**src/common/kbd_rx_defs.svh**
```systemverilog
`ifndef KBD_RX_DEFS_SVH
`define KBD_RX_DEFS_SVH

`define KBD_ADDR_CLEAR_SHIFT 24'hFE01C1
`define KBD_ADDR_SCAN_BYTE 24'hFE01C3
`define KBD_CLK_HZ 250000000
`define KBD_OSC_HZ 3686400
`define KBD_SAMPLE_DIV 2
`define KBD_PHASE_BITS 24
`define KBD_SYNC_STAGES 2
`define KBD_FIFO_DEPTH 16
`define KBD_DONE_RESET 1'b1
`define KBD_EMPTY_BYTE 8'h00

`endif

```
**src/common/kbd_rx_pkg.sv**
```systemverilog
package kbd_rx_pkg;
  typedef logic [7:0] kbd_byte_t;
endpackage : kbd_rx_pkg

```
**src/common/byte_fifo_if.sv**
```systemverilog
`timescale 1ns/100ps
interface byte_fifo_if #(parameter int WIDTH = 8);
  logic push_valid;
  logic push_ready;
  logic [WIDTH-1:0] push_data;
  logic pop_valid;
  logic pop_ready;
  logic [WIDTH-1:0] pop_data;
  modport producer (output push_valid, output push_data, input push_ready,
    input pop_valid, input pop_data, output pop_ready);
  modport buffer (input push_valid, input push_data, output push_ready,
    output pop_valid, output pop_data, input pop_ready);
endinterface : byte_fifo_if

```
**src/byte_fifo.sv**
```systemverilog
`timescale 1ns/100ps
module byte_fifo #(
  parameter int WIDTH = 8,
  parameter int DEPTH = 16
) (
  input wire logic clock_i,
  input wire logic rst_i,
  byte_fifo_if.buffer port
);
  localparam int AW = $clog2(DEPTH);
  logic [WIDTH-1:0] mem [DEPTH];
  logic [AW:0] wr_ptr_reg;
  logic [AW:0] rd_ptr_reg;
  logic full;
  logic empty;

  assign empty = (wr_ptr_reg == rd_ptr_reg);
  assign full = (wr_ptr_reg[AW] != rd_ptr_reg[AW]) && (wr_ptr_reg[AW-1:0] == rd_ptr_reg[AW-1:0]);
  assign port.push_ready = !full;
  assign port.pop_valid = !empty;
  assign port.pop_data = mem[rd_ptr_reg[AW-1:0]];

  always_ff @(posedge clock_i) begin
    if (port.push_valid && !full) begin
      mem[wr_ptr_reg[AW-1:0]] <= port.push_data;
    end
  end

  always_ff @(posedge clock_i) begin
    if (rst_i) begin
      wr_ptr_reg <= '0;
    end else if (port.push_valid && !full) begin
      wr_ptr_reg <= wr_ptr_reg + 1'b1;
    end
  end

  always_ff @(posedge clock_i) begin
    if (rst_i) begin
      rd_ptr_reg <= '0;
    end else if (port.pop_ready && !empty) begin
      rd_ptr_reg <= rd_ptr_reg + 1'b1;
    end
  end

  chk_fifo_no_overrun: assert property (@(posedge clock_i) disable iff (rst_i)
    full && !(port.pop_ready && !empty) |=> $stable(wr_ptr_reg))
    else $error("fifo pointer moved while full");
endmodule : byte_fifo

```
**src/clock_sampler.sv**
```systemverilog
`timescale 1ns/100ps
`include "kbd_rx_defs.svh"
module clock_sampler (
  input wire logic clock_i,
  input wire logic rst_i,
  input wire logic sample_en_i,
  input wire logic line_low_i,
  output logic strobe_o
);
  logic [`KBD_SYNC_STAGES-1:0] stage_reg;
  logic last_reg;

  // Reset empties every stage so no stale low pulse shifts after reset
  always_ff @(posedge clock_i) begin
    if (rst_i) begin
      stage_reg <= '0;
    end else if (sample_en_i) begin
      stage_reg <= {stage_reg[`KBD_SYNC_STAGES-2:0], line_low_i};
    end
  end

  // Edge taken from the last stage only, first stage feeds nothing else
  always_ff @(posedge clock_i) begin
    if (rst_i) begin
      last_reg <= 1'b0;
      strobe_o <= 1'b0;
    end else begin
      last_reg <= stage_reg[`KBD_SYNC_STAGES-1];
      strobe_o <= stage_reg[`KBD_SYNC_STAGES-1] && !last_reg;
    end
  end
endmodule : clock_sampler

```
**src/pc_keyboard_receiver.sv**
```systemverilog
`timescale 1ns/100ps
`include "kbd_rx_defs.svh"
module pc_keyboard_receiver (
  input wire logic clock_i,
  input wire logic rst_i,
  input wire logic kbd_clk_i,
  output logic kbd_clk_o,
  output logic kbd_clk_oe_o,
  input wire logic kbd_data_i,
  output logic kbd_data_o,
  output logic kbd_data_oe_o,
  output logic buffered_system_reset_o,
  input wire logic keyboard_select_strobe_i,
  input wire logic buffered_addr_bit0_i,
  output kbd_rx_pkg::kbd_byte_t rd_data_o,
  output logic rd_valid_o,
  output logic irq_n_o,
  output logic uart_input_port_bit_o,
  output logic overflow_o
);
  import kbd_rx_pkg::*;

  localparam logic [`KBD_PHASE_BITS-1:0] PHASE_INC =
    `KBD_PHASE_BITS'((64'(`KBD_OSC_HZ) << `KBD_PHASE_BITS) / 64'(`KBD_CLK_HZ));
  localparam int SAMPLE_HZ = `KBD_OSC_HZ / `KBD_SAMPLE_DIV;
  localparam int SAMPLE_CYCLES_MIN = `KBD_CLK_HZ / SAMPLE_HZ;
  localparam int SAMPLE_CYCLES_MAX = SAMPLE_CYCLES_MIN + 1;

  //////////////////////////////////////////////////////////////////////////
  // Oscillator and sample clock enables

  logic [`KBD_PHASE_BITS:0] phase_next;
  logic [`KBD_PHASE_BITS-1:0] phase_reg;
  logic osc_tick;
  logic half_reg;
  logic sample_en_reg;

  // Fractional accumulator stands in for the oscillator, increment truncated so average rate runs slightly low
  assign phase_next = {1'b0, phase_reg} + {1'b0, PHASE_INC};
  assign osc_tick = phase_next[`KBD_PHASE_BITS];

  always_ff @(posedge clock_i) begin
    if (rst_i) begin
      phase_reg <= '0;
    end else begin
      phase_reg <= phase_next[`KBD_PHASE_BITS-1:0];
    end
  end

  always_ff @(posedge clock_i) begin
    if (rst_i) begin
      half_reg <= 1'b0;
      sample_en_reg <= 1'b0;
    end else begin
      if (osc_tick) begin
        half_reg <= !half_reg;
      end
      sample_en_reg <= osc_tick && half_reg;
    end
  end

  //////////////////////////////////////////////////////////////////////////
  // Clock line synchroniser

  logic strobe;

  clock_sampler u_sampler (
    .clock_i(clock_i),
    .rst_i(rst_i),
    .sample_en_i(sample_en_reg),
    .line_low_i(!kbd_clk_i),
    .strobe_o(strobe)
  );

  //////////////////////////////////////////////////////////////////////////
  // Host read decode

  logic read_byte;
  logic read_clear;

  assign read_byte = keyboard_select_strobe_i && buffered_addr_bit0_i;
  assign read_clear = keyboard_select_strobe_i && !buffered_addr_bit0_i;

  //////////////////////////////////////////////////////////////////////////
  // Shift register and frame detection

  byte_fifo_if #(.WIDTH(8)) fifo_port ();

  kbd_byte_t shift_reg;
  kbd_byte_t shift_next;
  logic done_reg;
  logic last_stage_serial_out;
  logic frame_end;
  logic shift_go;
  logic stalled;

  // Stage 7 is the first stage, stage 0 the last
  assign last_stage_serial_out = shift_reg[0];
  assign shift_next = {kbd_data_i, shift_reg[7:1]};
  // A full buffer holds the start bit back instead of losing a byte
  assign stalled = last_stage_serial_out && !fifo_port.push_ready;
  assign shift_go = strobe && !done_reg && !stalled;
  assign frame_end = shift_go && last_stage_serial_out;

  // Clearing the register wins over a strobe in the same cycle
  always_ff @(posedge clock_i) begin
    if (rst_i) begin
      shift_reg <= '0;
    end else if (read_clear) begin
      shift_reg <= '0;
    end else if (shift_go) begin
      shift_reg <= shift_next;
    end
  end

  // Done comes up set so nothing shifts until software first reads
  always_ff @(posedge clock_i) begin
    if (rst_i) begin
      done_reg <= `KBD_DONE_RESET;
    end else if (frame_end) begin
      done_reg <= 1'b1;
    end else if (read_byte) begin
      done_reg <= 1'b0;
    end
  end // Held otherwise

  assign fifo_port.push_valid = frame_end;
  assign fifo_port.push_data = shift_next;
  assign fifo_port.pop_ready = read_byte;

  byte_fifo #(
    .WIDTH(8),
    .DEPTH(`KBD_FIFO_DEPTH)
  ) u_fifo (
    .clock_i(clock_i),
    .rst_i(rst_i),
    .port(fifo_port)
  );

  //////////////////////////////////////////////////////////////////////////
  // Read data

  always_ff @(posedge clock_i) begin
    if (rst_i) begin
      rd_data_o <= `KBD_EMPTY_BYTE;
      rd_valid_o <= 1'b0;
    end else begin
      rd_valid_o <= keyboard_select_strobe_i;
      if (read_byte) begin
        rd_data_o <= fifo_port.pop_valid ? fifo_port.pop_data : `KBD_EMPTY_BYTE;
      end else if (read_clear) begin
        rd_data_o <= `KBD_EMPTY_BYTE;
      end
    end
  end

  //////////////////////////////////////////////////////////////////////////
  // Pins and interrupt request

  logic done_next;

  assign done_next = frame_end || (done_reg && !read_byte);

  always_ff @(posedge clock_i) begin
    if (rst_i) begin
      buffered_system_reset_o <= 1'b1;
      kbd_clk_o <= 1'b0;
      kbd_clk_oe_o <= 1'b1;
    end else begin
      buffered_system_reset_o <= 1'b0;
      kbd_clk_o <= 1'b0;
      kbd_clk_oe_o <= 1'b0;
    end
  end

  // Driven from the next value so pins track the flag with no lag
  always_ff @(posedge clock_i) begin
    if (rst_i) begin
      kbd_data_o <= 1'b0;
      kbd_data_oe_o <= `KBD_DONE_RESET;
      irq_n_o <= !`KBD_DONE_RESET;
      uart_input_port_bit_o <= !`KBD_DONE_RESET;
    end else begin
      kbd_data_o <= 1'b0;
      kbd_data_oe_o <= done_next;
      irq_n_o <= !done_next;
      uart_input_port_bit_o <= !done_next;
    end
  end

  // Sticky until reset; set only when a frame met a full buffer
  always_ff @(posedge clock_i) begin
    if (rst_i) begin
      overflow_o <= 1'b0;
    end else if (strobe && !done_reg && stalled) begin
      overflow_o <= 1'b1;
    end
  end

  //////////////////////////////////////////////////////////////////////////
  // Checks

  int unsigned gap_count;
  logic seen_sample_reg;

  always_ff @(posedge clock_i) begin
    if (rst_i || sample_en_reg) begin
      gap_count <= 0;
    end else begin
      gap_count <= gap_count + 1;
    end
  end

  // The first spacing after reset is measured from release, so it is skipped
  always_ff @(posedge clock_i) begin
    if (rst_i) begin
      seen_sample_reg <= 1'b0;
    end else if (sample_en_reg) begin
      seen_sample_reg <= 1'b1;
    end
  end

  chk_reset_release: assert property (@(posedge clock_i) disable iff (rst_i)
    $past(rst_i) |-> kbd_clk_oe_o && !kbd_clk_o && buffered_system_reset_o)
    else $error("keyboard clock not held low through reset");

  chk_sync_cleared: assert property (@(posedge clock_i) disable iff (rst_i)
    $past(rst_i) |-> !strobe ##1 !strobe)
    else $error("strobe right after reset");

  chk_sample_gap: assert property (@(posedge clock_i) disable iff (rst_i)
    sample_en_reg && seen_sample_reg |->
      gap_count + 1 >= SAMPLE_CYCLES_MIN
      && gap_count + 1 <= SAMPLE_CYCLES_MAX)
    else $error("sample enable spacing wrong");

  chk_shift_hold: assert property (@(posedge clock_i) disable iff (rst_i)
    done_reg && !read_clear |=> $stable(shift_reg))
    else $error("shift register moved while done");

  chk_shift_step: assert property (@(posedge clock_i) disable iff (rst_i)
    shift_go && !read_clear |=> shift_reg == {$past(kbd_data_i), $past(shift_reg[7:1])})
    else $error("shift step wrong");

  chk_done_sets: assert property (@(posedge clock_i) disable iff (rst_i)
    strobe && !done_reg && shift_reg[0] && fifo_port.push_ready |=> done_reg ##1 !irq_n_o)
    else $error("done not set by start bit");

  chk_irq_level: assert property (@(posedge clock_i) disable iff (rst_i)
    !$past(rst_i) |-> irq_n_o == !$past(done_next) && uart_input_port_bit_o == irq_n_o)
    else $error("interrupt request does not follow done");

  chk_done_holds: assert property (@(posedge clock_i) disable iff (rst_i)
    done_reg && !read_byte |=> done_reg)
    else $error("done dropped without read");

  chk_data_pull: assert property (@(posedge clock_i) disable iff (rst_i)
    kbd_data_oe_o == done_reg && !kbd_data_o)
    else $error("data line drive wrong");

  chk_read_byte: assert property (@(posedge clock_i) disable iff (rst_i)
    read_byte && !frame_end |=> !done_reg && rd_valid_o)
    else $error("byte read did not clear done");

  chk_clear_shift: assert property (@(posedge clock_i) disable iff (rst_i)
    read_clear |=> shift_reg == 8'h00 && rd_valid_o)
    else $error("clear read left shift register");

  chk_byte_capture: assert property (@(posedge clock_i) disable iff (rst_i)
    frame_end |=> shift_reg == $past(fifo_port.push_data) || $past(read_clear))
    else $error("captured byte differs from stages");

  cov_frame_done: cover property (@(posedge clock_i) disable iff (rst_i)
    frame_end);
  cov_byte_read: cover property (@(posedge clock_i) disable iff (rst_i)
    read_byte && fifo_port.pop_valid);
  cov_service: cover property (@(posedge clock_i) disable iff (rst_i)
    read_byte ##[1:1000] read_clear);
  cov_buffer_full: cover property (@(posedge clock_i) disable iff (rst_i)
    !fifo_port.push_ready);
endmodule : pc_keyboard_receiver

```
**config.mk**
```make
export PLATFORM = sky130hd
export DESIGN_NAME = pc_keyboard_receiver
export DESIGN_NICKNAME = d
export VERILOG_FILES = /design/src/common/kbd_rx_pkg.sv /design/src/common/byte_fifo_if.sv /design/src/byte_fifo.sv /design/src/clock_sampler.sv /design/src/pc_keyboard_receiver.sv
export VERILOG_INCLUDE_DIRS = /design/src /design/src/common
export SDC_FILE = /design/constraint.sdc
export NUM_CORES = 1
export LEC_CHECK = 0
export ABC_AREA = 1
export BUFFER_PORTS_ARGS = -buffer_cell sky130_fd_sc_hd__buf_2
export CORE_MARGIN = 5
export CORE_UTILIZATION = 56
export DETAILED_ROUTE_END_ITERATION = 7
export HOLD_SLACK_MARGIN = 0.05
export PLACE_DENSITY = 0.85
export SLEW_MARGIN = 20
export SYNTH_ARGS = -nofsm -noshare
export SYNTH_HDL_FRONTEND = slang
export SYNTH_SLANG_ARGS = --single-unit
```
**constraint.sdc**
```tcl
create_clock -name clock_i -period 1.7 [get_ports clock_i]
set_input_delay 0.085 -clock clock_i [delete_from_list [all_inputs] [get_ports clock_i]]
set_output_delay 0.085 -clock clock_i [all_outputs]
set_load 0.005 [all_outputs]
```
==> results of run 1 <==
[routing by layer]
layer  up-vias  GRT usage, %  share of wire [%]
met5         -             0                  0
met4         0         12.41                5.0
li1       3070             -                  -
met1      3053         30.34                 38
met2       371         38.46                 48
met3        84         5.505                9.0
[cell type report]
cell class | count | area (um2) | area share, %
multi-input cells | 556 | 2689 | 27.29
repair buffers | 80 | 646.9 | 6.565
clock buffers | 18 | 450.4 | 4.571
inverters | 136 | 518.0 | 5.257
flip-flops and latches | 193 | 5154 | 52.30
clock inverters | 14 | 165.2 | 1.676
well taps | 184 | 230.2 | 2.337
[cell families (layout without fill, tap and decap cells)]
group	after synthesis	after routing	synth area share (%)
compound gates	57	57	3.815
xor+xnor	10	10	1.128
buf+inv	175	248	8.624
simple gates	481	481	24.46
other cells	1	2	0.04449
fa+ha+maj	6	6	0.8906
flops	193	193	61.04
[synth_stat cells (2+ instances only)]
library cell / number / area [um2]
sky130_fd_sc_hd__nand2_2: 8 / 50.05
sky130_fd_sc_hd__buf_4: 5 / 37.54
sky130_fd_sc_hd__a21oi_2: 8 / 70.07
sky130_fd_sc_hd__nand2_1: 265 / 994.7
sky130_fd_sc_hd__a21oi_1: 35 / 175.2
sky130_fd_sc_hd__buf_6: 2 / 22.52
sky130_fd_sc_hd__xor2_1: 5 / 43.79
sky130_fd_sc_hd__clkbuf_1: 16 / 60.06
sky130_fd_sc_hd__inv_2: 4 / 15.01
sky130_fd_sc_hd__edfxtp_1: 128 / 3844
sky130_fd_sc_hd__nor2_1: 69 / 259.0
sky130_fd_sc_hd__nor2_2: 5 / 31.28
sky130_fd_sc_hd__o21ai_0: 11 / 55.05
sky130_fd_sc_hd__nand4_1: 4 / 25.02
sky130_fd_sc_hd__buf_2: 14 / 70.07
sky130_fd_sc_hd__nand3b_1: 6 / 45.04
sky130_fd_sc_hd__nand3_2: 3 / 30.03
sky130_fd_sc_hd__dfxtp_1: 65 / 1301
sky130_fd_sc_hd__ha_1: 6 / 75.07
sky130_fd_sc_hd__nor3_1: 2 / 10.01
sky130_fd_sc_hd__xnor2_1: 4 / 35.03
sky130_fd_sc_hd__nand3_1: 115 / 575.6
sky130_fd_sc_hd__inv_1: 130 / 488.0
[report_power, final]
group	internal, mW	total (mW)	leakage (nW)	switching [mW]
clock network	2.31	4.15	0.303	1.84
registers	5.01	5.07	1.93	0.0557
logic	0.113	0.321	2.02	0.208
[timing repair]
action                                  4_1_cts  5_1_grt
resized for setup                             5       40
hold buffers                                  5        0
pin swaps                                     1        4
hold endpoints to repair                      9        0
endpoints found under the setup margin       96      136
[critical path: stages, from the launching register on]
cell,delay (ns)
sky130_fd_sc_hd__dfxtp_4,0.38
sky130_fd_sc_hd__xnor2_4,0.21
sky130_fd_sc_hd__inv_2,0.07
sky130_fd_sc_hd__nand3_2,0.09
sky130_fd_sc_hd__nand3_2,0.12
sky130_fd_sc_hd__clkinv_4,0.13
sky130_fd_sc_hd__nand2_4,0.11
sky130_fd_sc_hd__nor2_2,0.14
sky130_fd_sc_hd__buf_6,0.16
[final timing paths]
check                       startpoint                  to  depth (start not counted)
hold / removal              kbd_data_i   u_fifo.mem[15][7]                          1
setup / recovery  u_fifo.rd_ptr_reg[4]   u_fifo.mem[14][3]                          8
setup reg to reg  u_fifo.rd_ptr_reg[4]   u_fifo.mem[14][3]                          8
hold reg to reg     u_sampler.last_reg  u_sampler.strobe_o                          1
==> impl_metrics.yaml, run 1 <==
outcome:
  status: "complete, but fails checks"
  violations: "DRC"
sta:
  slew_viol_final: 0
  final.setup.worst_slack_ns: 0.01116
  slew_headroom_pct: 41.56
  fin_setup_tns_ns: 0
  finalCritPeriodShare_pct: 99.34
  finalCriticalPeriod_ns: 1.689
  holdWs_ns: 0.1289
  finalSetupViolCount: 0
  timing.final.hold_violations: 0
  max_freq_ghz: 0.5921
  worst_pin_slew_ns: 0.8754
  worst_clock_skew_ns: 0.01666
routing:
  detail-route-antenna-nets: 0
  drtPass1Iterations: 8
  detail_route.wl_per_cell_um: 17.64
  route.detailed.drc: 1
  detailroute.via_count: 6578
  drt_first_iter_violations: 792
  viasPerCell: 5.570
  drt_wl_total_um: 20830
final_layout:
  utilization_pct: 67.28
  post_layout_instance_area_um2: 9853
  layout.cells.most_common: "sky130_fd_sc_hd__nand2_1"
  most-common-layout-cells: "262 x sky130_fd_sc_hd__nand2_1, 130 x sky130_fd_sc_hd__inv_1, 128 x sky130_fd_sc_hd__edfxtp_1"
  final.fill_count: 999
  max_reg_flops: 128
  antenna_cells: 0
  final_net_count: 996
  synthToLayoutAreaGrowth_pct: 16.89
  layoutNonFillerInstCount: 1181
  share_of_layout_cells_above_drive_strength_1_pct: 16.95
placement:
  gpl.final_weighted_congestion: 0.9036
  pre_cts_slack_ns: -0.005493
  placement.cell_area_um2: 9019
  placedCellCount: 1144
  dpl.hpwl_um: 12480
  place.port_buffers: 20
power:
  irDropWorstVdd_mv: 0.7629
  static_leakage_nw: 4.248
  power_after_layout_mw: 9.534
  power.density_cell_area_nw_per_um2: 967.6
global_route:
  grt_first_pass_wirelength_um: 32480
  grt-ovfl-total: 0
  first_global_vias: 6268
  grt_max_degree: 65
  number_of_antenna_violations_at_the_first_check_in_global_routing: 0
  grt.total_usage_pct: 23.89
critical_path:
  timing.critical_path.arrival_ns: 1.85
  worstPathMaxFanout: 8
  end_kind: "register"
  worst_ep_required_time_ns: 1.86
  startpoint_type: "register"
  critical_path_class: "register to register"
  rrSetupSlack_ns: 0.01
yosys:
  synth_seq_cells: 193
  syn-cell-area_um2: 8429
  ys_warn_count: 0
  synth_flop_cell: "sky130_fd_sc_hd__edfxtp_1"
  netlist_instances: 923
  postSynth.asyncResetShare_pct: 0
  synth_enable_flop_cells: 128
  ys_seq_area_share_pct: 61.04
  yosys.cell_types.count: 36
  syn_area_per_cell_um2: 9.133
floorplanning:
  num_rows: 44
  top_level_ports: 23
  die-area_um2: 17610
  floorplan.die.height_um: 132.7
  initial_cell_density_of_the_core_pct: 57.56
  fp.dieW_um: 132.7
  core_area_um2: 14640
cts:
  postCtsSetupBuffers: 0
  longest_clk_path_bufs: 2
  htreeDepth: 4
  worst_skew_pair.late_latency_ns: 0.45
  clock_tree.root_cell: "sky130_fd_sc_hd__clkbuf_16"
  cts_made_buffers: 17
  clkSinkCount: 193
  cts_tree: "built"
  clk_slew_on_worst_s_h_paths_ns: 0.08
job:
  max_cap_viol_count: 0
hold_path:
  worst_hold_path_type: "primary input to register"
Power figures use the tool's default switching activity.
==> run 2, diff against run 1 <==
- CORE_UTILIZATION: 56 -> 60
- PLACE_DENSITY: 0.85 -> 0.86
- clock period: 1.7 -> 2 ns (I/O delays scaled with it)
==> impl_metrics.yaml, run 2 (same netlist as run 1, synthesis figures left out) <==
critical_path:
  worstPathMaxFanout: 8
  critical_path_class: "register to register"
  worst_ep_required_time_ns: 2.15
  timing.critical_path.cells: "xor2_2 > nor2_4 > nand3_2 > nand3_2 > inv_2 > nand2_1 > nor2_1 > buf_4"
  cp_delay_by_family_top: "simple AND/OR/NAND/NOR gates"
  worst_path_largest_cell_delay_ns: 0.48
  crit_path_frequent_cell: "sky130_fd_sc_hd__nand3_2"
  end_kind: "register"
  startpoint_type: "register"
  critical_path.n_buffers_inverters: 2
  timing.critical_path.arrival_ns: 2.12
  cp_slowest_cell: "sky130_fd_sc_hd__dfxtp_1"
sta:
  finalCritPeriodShare_pct: 98.78
  finalSetupViolCount: 0
  worst_pin_slew_ns: 0.6587
  fin_setup_tns_ns: 0
  slew_headroom_pct: 56.03
  timing.final.hold_violations: 0
  finalCriticalPeriod_ns: 1.976
  max_freq_ghz: 0.5062
  slew_viol_final: 0
  worst_clock_skew_ns: 0.01354
floorplanning:
  num_rows: 43
  core_area_um2: 13830
  top_level_ports: 23
  initial_cell_density_of_the_core_pct: 60.96
  floorplan.die.height_um: 128.5
  fp.dieW_um: 128.5
  die-area_um2: 16520
global_route:
  number_of_antenna_violations_at_the_first_check_in_global_routing: 0
  grt-ovfl-total: 0
  grt_max_degree: 41
  grt_first_pass_wirelength_um: 30230
  groute.layer.met3.usage_pct: 5.645
  grt.total_usage_pct: 24.21
  grtUsageMet1_pct: 28.81
  first_global_vias: 6015
  most_used_routing_layer: "met2"
  routing_usage_on_met2_pct: 40.97
final_layout:
  max_reg_flops: 128
  layoutNonFillerInstCount: 1161
  share_of_layout_cells_above_drive_strength_1_pct: 12.95
  layout.cells.most_common: "sky130_fd_sc_hd__nand2_1"
  most-common-layout-cells: "264 x sky130_fd_sc_hd__nand2_1, 130 x sky130_fd_sc_hd__inv_1, 128 x sky130_fd_sc_hd__edfxtp_1"
  synthToLayoutAreaGrowth_pct: 12.87
  antenna_cells: 0
  final_net_count: 980
hold_path:
  worst_hold_path_type: "primary input to register"
power:
  static_leakage_nw: 4.126
  power.density_cell_area_nw_per_um2: 846.0
  irDropWorstVdd_mv: 0.5873
cts:
  worst_skew_pair.late_latency_ns: 0.44
  cts_made_buffers: 17
  clock_tree.root_cell: "sky130_fd_sc_hd__clkbuf_16"
  cts_tree: "built"
  clkSinkCount: 193
  longest_clk_path_bufs: 2
  htreeDepth: 4
  postCtsSetupBuffers: 0
  clk_slew_on_worst_s_h_paths_ns: 0.07
placement:
  placedCellCount: 1125
  place.port_buffers: 20
  dpl.hpwl_um: 12040
  gpl.final_weighted_congestion: 0.9069
routing:
  route.detailed.drc: 0
  drtPass1Iterations: 6
  drt_wl_total_um: 19410
  viasPerCell: 5.470
  detailroute.via_count: 6351
  detail-route-antenna-nets: 0
  detail_route.wl_per_cell_um: 16.72
  drt_first_iter_violations: 787
outcome:
  status: "finished clean"
job:
  max_cap_viol_count: 0
[run 2: area by class of cell]
class	count	area [um2]
repair buffers	64	440.4
clock inverters	11	143.9
inverters	136	513.0
clock buffers	21	461.7
flip-flops and latches	193	5146
multi-input cells	556	2584
fillers	919	4313
well taps	180	225.2
[run 2: per-stage QoR]
stage / utilization (%) / setup WS (ns) / cell area [um2] / power [mW] / hold WS [ns]
detailed placement: 63.98 / 0.1643 / 8846 / 4.642 / 0.3158
global placement: 63.98 / 0.2252 / 8846 / 4.632 / 0.3116
CTS: 68.65 / 0.1277 / 9492 / 8.057 / 0.06954
floorplan: - / 0.1827 / 8433 / 4.578 / 0.1277
global route: 68.81 / -0.04222 / 9514 / 8.288 / 0.1205
finish: 68.81 / 0.02432 / 9514 / 8.049 / 0.08132
[run 2: per-layer routing]
metal / wire length (um) / part of all wire, % / vias to the layer above
met1: 7262 / 37 / 2882
met4: 887 / 4.6 / 0
met2: 9547 / 49 / 353
li1: - / - / 3037
met5: 0 / 0 / -
met3: 1717 / 8.8 / 79
[run 2: final timing paths]
kind	start	end	slack, ns	cells past startpoint
worst min register to register	u_sampler.last_reg	u_sampler.strobe_o	0.39	1
worst max register to register	u_fifo.rd_ptr_reg[0]	u_fifo.mem[8][6]	0.02	8
worst max-delay path	u_fifo.rd_ptr_reg[0]	u_fifo.mem[8][6]	0.02	8
worst min-delay path	keyboard_select_strobe_i	rd_valid_o	0.08	3
[run 2: worst min-delay path, cell delays in order]
cell	delay (ns)
sky130_fd_sc_hd__buf_2	0.11
sky130_fd_sc_hd__clkinv_1	0.19
sky130_fd_sc_hd__nor2_1	0.06
[run 2: power by group]
part           total [mW]  internal (mW)  switching (mW)
Sequential           4.31           4.26          0.0487
Clock                3.48           1.95            1.53
Combinational       0.259         0.0865           0.173
Total                8.05           6.30            1.75
[run 2: timing repair]
item,4_1_cts,5_1_grt
hold buffers,4,0
hold endpoints to repair,2,0
endpoints found under the setup margin,0,40
resized for setup,0,4
